===== src/afp_defines.vh =====
/*
  register offsets, field positions, reset values and timing figures
  of the arc fault protection logic.
  assumes a 32-bit apb slave with byte addresses and a 20 mhz clock.
*/
`ifndef AFP_DEFINES_VH
`define AFP_DEFINES_VH

`define AFP_CLK_HZ 20000000
`define AFP_FORCE_TIMEOUT_S 300
`define AFP_LDLY_STEP_MS 10
`define AFP_LDLY_MIN 4'h1
`define AFP_LDLY_MAX 4'hf
`define AFP_FORCE_TIMEOUT_CYC 33'h1_65a0_bc00
`define AFP_LDLY_STEP_CYC 18'h3_0d40

`define AFP_OFS_CTRL 8'h00
`define AFP_OFS_SEL 8'h04
`define AFP_OFS_PICK0 8'h08
`define AFP_OFS_PICK1 8'h0c
`define AFP_OFS_PICK2 8'h10
`define AFP_OFS_LDLY 8'h14
`define AFP_OFS_STAT 8'h18
`define AFP_OFS_OMAP 8'h1c
`define AFP_OFS_LCNT 8'h20
`define AFP_OFS_SCNT0 8'h24
`define AFP_OFS_SCNT1 8'h28
`define AFP_OFS_SCNT2 8'h2c
`define AFP_OFS_TCNT0 8'h30
`define AFP_OFS_TCNT1 8'h34
`define AFP_OFS_TCNT2 8'h38
`define AFP_OFS_IRQ_STAT 8'h3c
`define AFP_OFS_IRQ_EN 8'h40
`define AFP_OFS_IRQ_CLR 8'h44
`define AFP_OFS_FLT_IDX 8'h48
`define AFP_OFS_FLT_TIME 8'h4c
`define AFP_OFS_FLT_VAL 8'h50
`define AFP_OFS_FLT_LOAD 8'h54
`define AFP_OFS_FLT_INFO 8'h58

`define AFP_CTRL_FORCE 0
`define AFP_SEL_DLY 12
`define AFP_STAT_TRIP 4
`define AFP_STAT_DLY 8
`define AFP_STAT_FORCE 12
`define AFP_IRQ_DLY 8
`define AFP_IRQ_FTO 9
`define AFP_INFO_ELAPSED_DELAY_PERCENT 8
`define AFP_INFO_TYPE 16

`define AFP_SEL_RST 16'h0000
`define AFP_PICK_RST 16'h0300
`define AFP_LDLY_RST 4'h1
`define AFP_OMAP_RST 9'h001
`define AFP_ELAPSED_DELAY_PERCENT_TRIP 8'h64

`endif


===== src/afp_top.v =====
/*
  arc fault protection logic: three arc stages, delayed light signal,
  counters, force flag with timeout, fault log, apb register file.
  assumes current inputs are per-unit 8.8 values from logic on clk_in,
  light and dry inputs are raw pins, and a time stamp arrives on clk_in.
*/
// Design decisions made here: the placing of the registers and the APB interface to the registers.
`timescale 1ns/100ps
`include "afp_defines.vh"

// Notes on behaviour
// three stages: phase, earth one, earth two
// eight source codes, none disables stage
// combined selection ORs chosen light sources
// light alone gives start status
// light plus overcurrent gives trip
// phase stage uses largest phase current
// pickups per-unit of each input's rating
// delayed light, own selection, 10-150 ms
// clearable counter of any light
// per-stage light counter and clearable trips
// common force flag, clears after five minutes
// status writable under force; counters clearable
// operator gives password before setting changes; this logic checks no password, software does
// dry input routed out to matrix
// wetted output driven by its selection
// log eight latest faults with stamps
// type and load logged for phase only
// elapsed delay percent, 100 means trip
module afp_top #(
  parameter [32:0] FORCE_TIMEOUT_CYC = `AFP_FORCE_TIMEOUT_CYC,
  parameter [17:0] LDLY_STEP_CYC = `AFP_LDLY_STEP_CYC
) (
  input wire clk_in,
  input wire sys_rst_in,
  input wire psel_in,
  input wire penable_in,
  input wire pwrite_in,
  input wire [7:0] paddr_in,
  input wire [31:0] pwdata_in,
  output reg [31:0] prdata_out,
  output reg pready_out,
  output reg pslverr_out,
  input wire light_sensor_one_in,
  input wire light_sensor_two_in,
  input wire arc_card_dry_input_in,
  input wire [15:0] phase_a_current_in,
  input wire [15:0] phase_b_current_in,
  input wire [15:0] phase_c_current_in,
  input wire [15:0] earth_one_current_in,
  input wire [15:0] earth_two_current_in,
  input wire [31:0] timestamp_in,
  output reg [2:0] stage_start_out,
  output reg [2:0] stage_trip_out,
  output reg delayed_light_out,
  output reg dry_input_route_out,
  output reg arc_card_wetted_output_out,
  output reg irq_out
);

////////////////////////////////////////////////////////////////////////
// pin synchronisers
reg [2:0] pin_meta, pin_sync;
always @(posedge clk_in) begin
  if (sys_rst_in) begin
    pin_meta <= 3'h0;
    pin_sync <= 3'h0;
  end else begin
    pin_meta <= {arc_card_dry_input_in, light_sensor_two_in,
                 light_sensor_one_in};
    pin_sync <= pin_meta;
  end
end

////////////////////////////////////////////////////////////////////////
// apb access decode
reg force_flag;
reg [15:0] src_sel;
reg [15:0] pickup [0:2];
reg [3:0] ldly_set;
reg [8:0] omap;
reg [15:0] light_cnt;
reg [15:0] start_cnt [0:2], trip_cnt [0:2];
reg [9:0] irq_stat;
reg [9:0] irq_en;
reg [2:0] flt_idx;
reg [2:0] forced_start, forced_trip;
wire acc = psel_in & penable_in & pready_out;
wire wr = acc & pwrite_in;
wire [7:0] a = paddr_in;
reg known;

always @* begin
  case (a)
    `AFP_OFS_CTRL, `AFP_OFS_SEL, `AFP_OFS_PICK0, `AFP_OFS_PICK1,
    `AFP_OFS_PICK2, `AFP_OFS_LDLY, `AFP_OFS_STAT, `AFP_OFS_OMAP,
    `AFP_OFS_LCNT, `AFP_OFS_SCNT0, `AFP_OFS_SCNT1, `AFP_OFS_SCNT2,
    `AFP_OFS_TCNT0, `AFP_OFS_TCNT1, `AFP_OFS_TCNT2,
    `AFP_OFS_IRQ_STAT, `AFP_OFS_IRQ_EN, `AFP_OFS_IRQ_CLR,
    `AFP_OFS_FLT_IDX, `AFP_OFS_FLT_TIME, `AFP_OFS_FLT_VAL,
    `AFP_OFS_FLT_LOAD, `AFP_OFS_FLT_INFO: known = 1'b1;
    default: known = 1'b0;
  endcase
end

////////////////////////////////////////////////////////////////////////
// light sources and stage decisions
wire [15:0] max_ab = (phase_a_current_in > phase_b_current_in) ?
  phase_a_current_in : phase_b_current_in;
wire [15:0] largest_phase_current = (max_ab > phase_c_current_in) ?
  max_ab : phase_c_current_in;
wire [15:0] stage_current [0:2];
assign stage_current[0] = largest_phase_current;
assign stage_current[1] = earth_one_current_in;
assign stage_current[2] = earth_two_current_in;

// code bits are sensor one, sensor two, dry input; zero selects nothing
wire [2:0] stage_light;
wire [2:0] live_trip;
genvar g;
generate
  for (g = 0; g < 3; g = g + 1) begin : stg
    assign stage_light[g] = |(src_sel[4*g +: 3] & pin_sync);
    // pickup and current share the per-unit scale of their own input
    assign live_trip[g] = stage_light[g] &
      (stage_current[g] > pickup[g]);
  end
endgenerate
wire dly_light = |(src_sel[`AFP_SEL_DLY +: 3] & pin_sync);
wire any_light = |pin_sync;

wire [2:0] eff_start = force_flag ? forced_start : stage_light;
wire [2:0] eff_trip = force_flag ? forced_trip : live_trip;
reg [2:0] prev_start, prev_trip;
reg prev_light, prev_dly;
wire [2:0] start_rise = eff_start & ~prev_start;
wire [2:0] trip_rise = eff_trip & ~prev_trip;

////////////////////////////////////////////////////////////////////////
// delayed light: step ticks counted while light persists
reg [17:0] step_cnt;
reg [3:0] step_num;
wire [3:0] ldly_lim = (ldly_set < `AFP_LDLY_MIN) ? `AFP_LDLY_MIN :
  ldly_set;
always @(posedge clk_in) begin
  if (sys_rst_in || !dly_light) begin
    step_cnt <= 18'h0_0000;
    step_num <= 4'h0;
  end else if (step_num != ldly_lim) begin
    if (step_cnt == LDLY_STEP_CYC - 18'h0_0001) begin
      step_cnt <= 18'h0_0000;
      step_num <= step_num + 4'h1;
    end else begin
      step_cnt <= step_cnt + 18'h0_0001;
    end
  end
end
wire dly_now = dly_light && (step_num == ldly_lim);

////////////////////////////////////////////////////////////////////////
// force flag with timeout
reg [32:0] force_cnt;
wire force_to = force_flag && (force_cnt == FORCE_TIMEOUT_CYC - 33'h1);
always @(posedge clk_in) begin
  if (sys_rst_in) begin
    force_flag <= 1'b0;
    force_cnt <= 33'h0;
  end else if (force_to) begin
    force_flag <= 1'b0;
    force_cnt <= 33'h0;
  end else if (wr && a == `AFP_OFS_CTRL) begin
    force_flag <= pwdata_in[`AFP_CTRL_FORCE];
    force_cnt <= 33'h0;
  end else if (force_flag) begin
    force_cnt <= force_cnt + 33'h1;
  end
end

////////////////////////////////////////////////////////////////////////
// settings and forced status; password check lives in software
always @(posedge clk_in) begin
  if (sys_rst_in) begin
    src_sel <= `AFP_SEL_RST;
    pickup[0] <= `AFP_PICK_RST;
    pickup[1] <= `AFP_PICK_RST;
    pickup[2] <= `AFP_PICK_RST;
    ldly_set <= `AFP_LDLY_RST;
    omap <= `AFP_OMAP_RST;
    irq_en <= 10'h000;
    flt_idx <= 3'h0;
    forced_start <= 3'h0;
    forced_trip <= 3'h0;
  end else begin
    if (wr) begin
      case (a)
        `AFP_OFS_SEL: src_sel <= pwdata_in[15:0];
        `AFP_OFS_PICK0: pickup[0] <= pwdata_in[15:0];
        `AFP_OFS_PICK1: pickup[1] <= pwdata_in[15:0];
        `AFP_OFS_PICK2: pickup[2] <= pwdata_in[15:0];
        `AFP_OFS_LDLY: ldly_set <= (pwdata_in[3:0] > `AFP_LDLY_MAX) ?
          `AFP_LDLY_MAX : pwdata_in[3:0];
        `AFP_OFS_OMAP: omap <= pwdata_in[8:0];
        `AFP_OFS_IRQ_EN: irq_en <= pwdata_in[9:0];
        `AFP_OFS_FLT_IDX: flt_idx <= pwdata_in[2:0];
        default: ;
      endcase
    end
    if (!force_flag) begin
      // forced values start from the live state when force is raised
      forced_start <= stage_light;
      forced_trip <= live_trip;
    end else if (wr && a == `AFP_OFS_STAT) begin
      forced_start <= pwdata_in[2:0];
      forced_trip <= pwdata_in[`AFP_STAT_TRIP +: 3];
    end
  end
end

////////////////////////////////////////////////////////////////////////
// counters and interrupt status
integer i;
always @(posedge clk_in) begin
  if (sys_rst_in) begin
    prev_start <= 3'h0;
    prev_trip <= 3'h0;
    prev_light <= 1'b0;
    prev_dly <= 1'b0;
    light_cnt <= 16'h0000;
    irq_stat <= 10'h000;
    for (i = 0; i < 3; i = i + 1) begin
      start_cnt[i] <= 16'h0000;
      trip_cnt[i] <= 16'h0000;
    end
  end else begin
    prev_start <= eff_start;
    prev_trip <= eff_trip;
    prev_light <= any_light;
    prev_dly <= dly_now;
    // a clear write loses to an increment in the same cycle
    if (any_light && !prev_light)
      light_cnt <= light_cnt + 16'h0001;
    else if (wr && a == `AFP_OFS_LCNT)
      light_cnt <= 16'h0000;
    for (i = 0; i < 3; i = i + 1) begin
      if (start_rise[i])
        start_cnt[i] <= start_cnt[i] + 16'h0001;
      else if (wr && a == `AFP_OFS_SCNT0 + 4 * i)
        start_cnt[i] <= 16'h0000;
      if (trip_rise[i])
        trip_cnt[i] <= trip_cnt[i] + 16'h0001;
      else if (wr && a == `AFP_OFS_TCNT0 + 4 * i)
        trip_cnt[i] <= 16'h0000;
    end
    irq_stat <= (irq_stat & ~((wr && a == `AFP_OFS_IRQ_CLR) ?
      pwdata_in[9:0] : 10'h000)) |
      {force_to, dly_now & ~prev_dly, 1'b0, trip_rise, 1'b0, start_rise};
  end
end

////////////////////////////////////////////////////////////////////////
// fault log: eight entries, written when a fault ends
reg [31:0] log_time [0:7];
reg [15:0] log_val [0:7];
reg [15:0] log_load [0:7];
reg [1:0] log_stage [0:7];
reg [7:0] log_elapsed_delay_percent [0:7];
reg [2:0] log_type [0:7];
reg [2:0] log_wp;
reg in_fault;
reg [1:0] f_stage;
reg [31:0] f_time;
reg [15:0] f_val, f_load, pre_load;
integer j;
reg f_trip;
reg [2:0] f_type;
wire [1:0] first_stage = start_rise[0] ? 2'd0 :
  (start_rise[1] ? 2'd1 : 2'd2);
wire [2:0] over_ph = {phase_c_current_in > pickup[0],
  phase_b_current_in > pickup[0], phase_a_current_in > pickup[0]};
always @(posedge clk_in) begin
  if (sys_rst_in) begin
    log_wp <= 3'h0;
    in_fault <= 1'b0;
    f_stage <= 2'd0;
    f_time <= 32'h0000_0000;
    f_val <= 16'h0000;
    f_load <= 16'h0000;
    pre_load <= 16'h0000;
    f_trip <= 1'b0;
    f_type <= 3'h0;
    for (j = 0; j < 8; j = j + 1) begin
      log_time[j] <= 32'h0000_0000;
      log_val[j] <= 16'h0000;
      log_load[j] <= 16'h0000;
      log_stage[j] <= 2'd0;
      log_elapsed_delay_percent[j] <= 8'h00;
      log_type[j] <= 3'h0;
    end
  end else if (!in_fault) begin
    pre_load <= largest_phase_current;
    if (|start_rise) begin
      in_fault <= 1'b1;
      f_stage <= first_stage;
      f_time <= timestamp_in;
      f_val <= stage_current[first_stage];
      f_load <= pre_load;
      f_trip <= 1'b0;
      f_type <= 3'h0;
    end
  end else begin
    if (stage_current[f_stage] > f_val)
      f_val <= stage_current[f_stage];
    if (eff_trip[f_stage])
      f_trip <= 1'b1;
    if (f_stage == 2'd0)
      f_type <= f_type | (over_ph & {3{stage_light[0]}});
    if (!eff_start[f_stage]) begin
      in_fault <= 1'b0;
      log_wp <= log_wp + 3'h1;
      log_time[log_wp] <= f_time;
      log_val[log_wp] <= f_val;
      log_load[log_wp] <= (f_stage == 2'd0) ? f_load : 16'h0000;
      log_type[log_wp] <= (f_stage == 2'd0) ? f_type : 3'h0;
      log_stage[log_wp] <= f_stage;
      // arc stages have no delay: elapsed is all or nothing
      log_elapsed_delay_percent[log_wp] <= f_trip ? `AFP_ELAPSED_DELAY_PERCENT_TRIP : 8'h00;
    end
  end
end
// index 0 reads the newest entry
wire [2:0] rd_slot = log_wp - 3'h1 - flt_idx;

////////////////////////////////////////////////////////////////////////
// read mux
reg [31:0] rd;
always @* begin
  rd = 32'h0000_0000;
  case (a)
    `AFP_OFS_CTRL: rd = {31'h0, force_flag};
    `AFP_OFS_SEL: rd = {16'h0000, src_sel};
    `AFP_OFS_PICK0: rd = {16'h0000, pickup[0]};
    `AFP_OFS_PICK1: rd = {16'h0000, pickup[1]};
    `AFP_OFS_PICK2: rd = {16'h0000, pickup[2]};
    `AFP_OFS_LDLY: rd = {28'h0, ldly_set};
    `AFP_OFS_STAT: rd = {19'h0, force_flag, 3'h0, delayed_light_out,
      1'b0, stage_trip_out, 1'b0, stage_start_out};
    `AFP_OFS_OMAP: rd = {23'h0, omap};
    `AFP_OFS_LCNT: rd = {16'h0000, light_cnt};
    `AFP_OFS_SCNT0: rd = {16'h0000, start_cnt[0]};
    `AFP_OFS_SCNT1: rd = {16'h0000, start_cnt[1]};
    `AFP_OFS_SCNT2: rd = {16'h0000, start_cnt[2]};
    `AFP_OFS_TCNT0: rd = {16'h0000, trip_cnt[0]};
    `AFP_OFS_TCNT1: rd = {16'h0000, trip_cnt[1]};
    `AFP_OFS_TCNT2: rd = {16'h0000, trip_cnt[2]};
    `AFP_OFS_IRQ_STAT: rd = {22'h0, irq_stat};
    `AFP_OFS_IRQ_EN: rd = {22'h0, irq_en};
    `AFP_OFS_FLT_IDX: rd = {29'h0, flt_idx};
    `AFP_OFS_FLT_TIME: rd = log_time[rd_slot];
    `AFP_OFS_FLT_VAL: rd = {16'h0000, log_val[rd_slot]};
    `AFP_OFS_FLT_LOAD: rd = {16'h0000, log_load[rd_slot]};
    `AFP_OFS_FLT_INFO: rd = {13'h0, log_type[rd_slot], log_elapsed_delay_percent[rd_slot],
      6'h0, log_stage[rd_slot]};
    default: rd = 32'h0000_0000;
  endcase
end

////////////////////////////////////////////////////////////////////////
// apb answer and registered outputs
always @(posedge clk_in) begin
  if (sys_rst_in) begin
    pready_out <= 1'b0;
    prdata_out <= 32'h0000_0000;
    pslverr_out <= 1'b0;
    stage_start_out <= 3'h0;
    stage_trip_out <= 3'h0;
    delayed_light_out <= 1'b0;
    dry_input_route_out <= 1'b0;
    arc_card_wetted_output_out <= 1'b0;
    irq_out <= 1'b0;
  end else begin
    // one wait state: pready rises in the second access cycle
    pready_out <= psel_in & penable_in & ~pready_out;
    prdata_out <= (psel_in & penable_in & ~pready_out & ~pwrite_in) ?
      rd : 32'h0000_0000;
    pslverr_out <= psel_in & penable_in & ~pready_out & ~known;
    stage_start_out <= eff_start;
    stage_trip_out <= eff_trip;
    delayed_light_out <= dly_now;
    dry_input_route_out <= pin_sync[2];
    arc_card_wetted_output_out <= |(omap & {eff_start, eff_trip,
      pin_sync[2], any_light, dly_now});
    irq_out <= |(irq_stat & irq_en);
  end
end

endmodule


===== config.mk =====
export PLATFORM = sky130hd
export DESIGN_NAME = afp_top
export DESIGN_NICKNAME = d
export VERILOG_FILES = /design/src/afp_top.v
export VERILOG_INCLUDE_DIRS = /design/src /design/src/src
export SDC_FILE = /design/constraint.sdc
export NUM_CORES = 2
export LEC_CHECK = 0
export ABC_AREA = 0
export BUFFER_PORTS_ARGS = -buffer_cell sky130_fd_sc_hd__clkbuf_2
export CORE_MARGIN = 3
export CORE_UTILIZATION = 57
export DETAILED_ROUTE_END_ITERATION = 12
export HOLD_SLACK_MARGIN = 0.03
export PLACE_DENSITY = 0.75
export SYNTH_ARGS = -nofsm -noshare
export SYNTH_HDL_FRONTEND = slang
export SYNTH_SLANG_ARGS = --single-unit
export TNS_END_PERCENT = 10

===== constraint.sdc =====
create_clock -name clk_in -period 10.3 [get_ports clk_in]
set_input_delay 1.545 -clock clk_in [delete_from_list [all_inputs] [get_ports clk_in]]
set_output_delay 1.545 -clock clk_in [all_outputs]
set_load 0.01 [all_outputs]

==> metrics.yaml <==
postCtsResizedCells: 0
tritoncts: "done"
cp_max_fo: 16
cts_buffers: 100
fmax_mhz: 114
worstPathArrival_ps: 9340
cts_root_buffer: "clkbuf_16"
syn_area_um2: 47700
stdcell_count: 5546
drt-total-wl_mm: 147
grt_overflow_total: 0
slew_headroom_pct: 13.1
path_clk_slew_ps: 60
yosys-top-cells-area: "edfxtp_1 (42%), dfxtp_1 (13%), mux4_2 (6.6%)"
synth-xor-area-share_pct: 2.37
yosysUniqueCellTypes: 84
postPlaceCellArea_um2: 49800
setup-tns-final_ps: 0
yosysMostFrequentCell: "edfxtp_1"
die_h_um: 295
synth_compound_area_share_pct: 10.1
synth-edff-count: 672
coreArea_um2: 82500
drv_slew: 0
ys_warn_count: 0
area_delta_synth_final_pct: 11.6
cellLeakagePower_nw: 19.3
yosys.area_share.simple_pct: 17.1
cellPowerDensity_nw_per_um2: 162
antenna_left: 0
synth_top_family_by_area: "simple AND/OR/NAND/NOR gates"
synth_nets: 4574
synthTopCellsByCount: "edfxtp_1 (672), nor2_1 (482), nand2_1 (437), dfxtp_1 (303), and2_1 (252)"
synth_seq_area_share_pct: 55.1
synthAdderAreaFrac_pct: 4.14
hold_path.class: "reg2reg"
dp_cells: 5354
endpoint_kind: "flip-flop"
synthArstFlopShare_pct: 0
antenna_found_initial: 4
ys_seq_elements: 975
fin_area_um2: 53200
initial_core_util_pct: 57.8
io_buffers: 187
hold_violations: 0
track_usage_pct: 33.4
drv_cap: 0
cts_hold_buf: 0
required_ps: 10890
startpoint_type: "input pin"
cts_sinks: 975
insertion_delay_ps: 700
die_area_um2: 87100
fp.dieW_um: 295
num_vias: 36400
status: "finished clean"
cts.path.max_buffers: 3
cts_htree_levels: 3
hold_ws_ps: 410
hpwl_mm: 94.9
finClkSkew_ps: 58.7
fin_nets: 4703
core.rowCount: 105
yosys_most_used_dff: "edfxtp_1"
setup_violations: 0
vias_per_cell: 6.57
grt_max_degree: 73
grt_setup_unrepaired: "false"
drive_gt1_share_pct: 14.6
fin_crit_ps: 8750
synth_top_area_share_pct: 42.3
postSynthCellCount: 4257
avgRoutedWirePerCell_um: 26.4
cts_setup_buffers: 0
synth_area_per_cell_um2: 11.2
cp_slowest_stage_delay_ps: 790
ios: 204
post-route-util_pct: 64.5
drc: 0
worst_pin_slew_ps: 1300
fill_cells: 6249
grt_first_pass_wirelength_mm: 218
synthMuxAreaShare_pct: 7.89
dr.pass1.iters: 10
grt_pass1_vias: 35200
crit_slowest_cell: "a21oi_2"
vdd_drop_max_mv: 0.133
path_common_cell: "ha_1"
synth_top_cell_by_area: "edfxtp_1"
place_congestion: 0.991
path_class: "in2reg"
fin_crit_sh_pct: 84.9
drtIter0Drc: 5123
==> kinds of logic after synthesis <==
| group | Yosys count |
|---|---|
| buf+inv | 400 |
| fa+ha+maj | 157 |
| flops | 975 |
| mux | 200 |
| compound gates | 710 |
| simple gates | 1686 |
| xor+xnor | 129 |
==> layout make-up <==
class / count / area [um2] / share of cell area, %
multi-input combinational: 2882 / 20100 / 37.7
timing repair buffer: 269 / 1560 / 2.93
tap: 1070 / 1340 / 2.52
antenna: 2 / 5.00 / 0.00941
inverter: 158 / 593 / 1.11
clock buffer: 134 / 2730 / 5.13
sequential: 975 / 26200 / 49.3
clock inverter: 56 / 667 / 1.25
==> path summary, 6_finish.rpt <==
kind,from,endpoint,slack [ps],cells past startpoint
setup / recovery,phase_b_current_in[1],f_val[12]$_SDFFE_PP0P_,1560,25
setup reg to reg,force_flag$_SDFFE_PP0P_,log_time[1][17]$_SDFFCE_PN0P_,5250,12
hold reg to reg,pre_load[2]$_SDFFE_PP0N_,f_load[2]$_SDFFE_PP0P_,410,2
hold / removal,pre_load[2]$_SDFFE_PP0N_,f_load[2]$_SDFFE_PP0P_,410,2
==> per-stage QoR <==
step / setup WS (ps) / total power [mW]
after floorplan: 2680 / 4.71
after global placement: 1290 / 4.91
after detailed placement: 1130 / 4.93
after CTS: 1790 / 8.60
after global routing: 1300 / 8.83
final: 1560 / 8.60
==> report_power, final <==
part	switching, mW	total [mW]	internal (mW)
Clock	1.60	3.74	2.13
Sequential	0.0527	4.33	4.28
Combinational	0.348	0.533	0.185
Total	2.01	8.60	6.60
==> state kept, by name, summed over array words and instances, names as in the netlist, 8 cells and up <==
| signal | count |
|---|---|
| src_sel | 16 |
| log_load | 128 |
| irq_stat | 10 |
| force_cnt | 33 |
| pickup | 48 |
| trip_cnt | 48 |
| log_type | 24 |
| pre_load | 16 |
| irq_en | 10 |
| prdata_out | 32 |
| start_cnt | 48 |
| log_elapsed_delay_percent | 8 |
| step_cnt | 18 |
| log_time | 256 |
| f_val | 16 |
| light_cnt | 16 |
| f_time | 32 |
| log_stage | 16 |
| log_val | 128 |
| omap | 9 |
| f_load | 16 |
==> layer usage <==
| layer | GRT usage, % | vias up | share of wire, % |
|---|---|---|---|
| met5 | 0 | - | 0.0089 |
| met4 | 15.4 | 2 | 5.2 |
| met3 | 8.40 | 453 | 13 |
| met2 | 50.1 | 2453 | 44 |
| met1 | 46.2 | 17600 | 38 |
| li1 | - | 15900 | - |
==> critical path: cells and delay by family <==
kind / cells / cell delay [ps]
compound gates: 13 / 4940
buf+inv: 3 / 260
simple gates: 5 / 1260
fa+ha+maj: 3 / 800
mux: 1 / 530
==> cell usage in the layout, fill, tap and decap left out, drive strengths merged, types with 78 or more instances in the layout <==
cell type  synthesis  final
a21oi            246    246
and2             252    252
and3             105    105
buf               57     83
clkbuf           185    320
dfxtp            303    303
edfxtp           672    672
ha               156    156
inv              142    146
mux4             140    140
nand2            439    439
nand3            100    100
nor2             512    512
nor3              78     78
o21ai             84     84
Note: power is estimated with default switching activity, not from simulation.
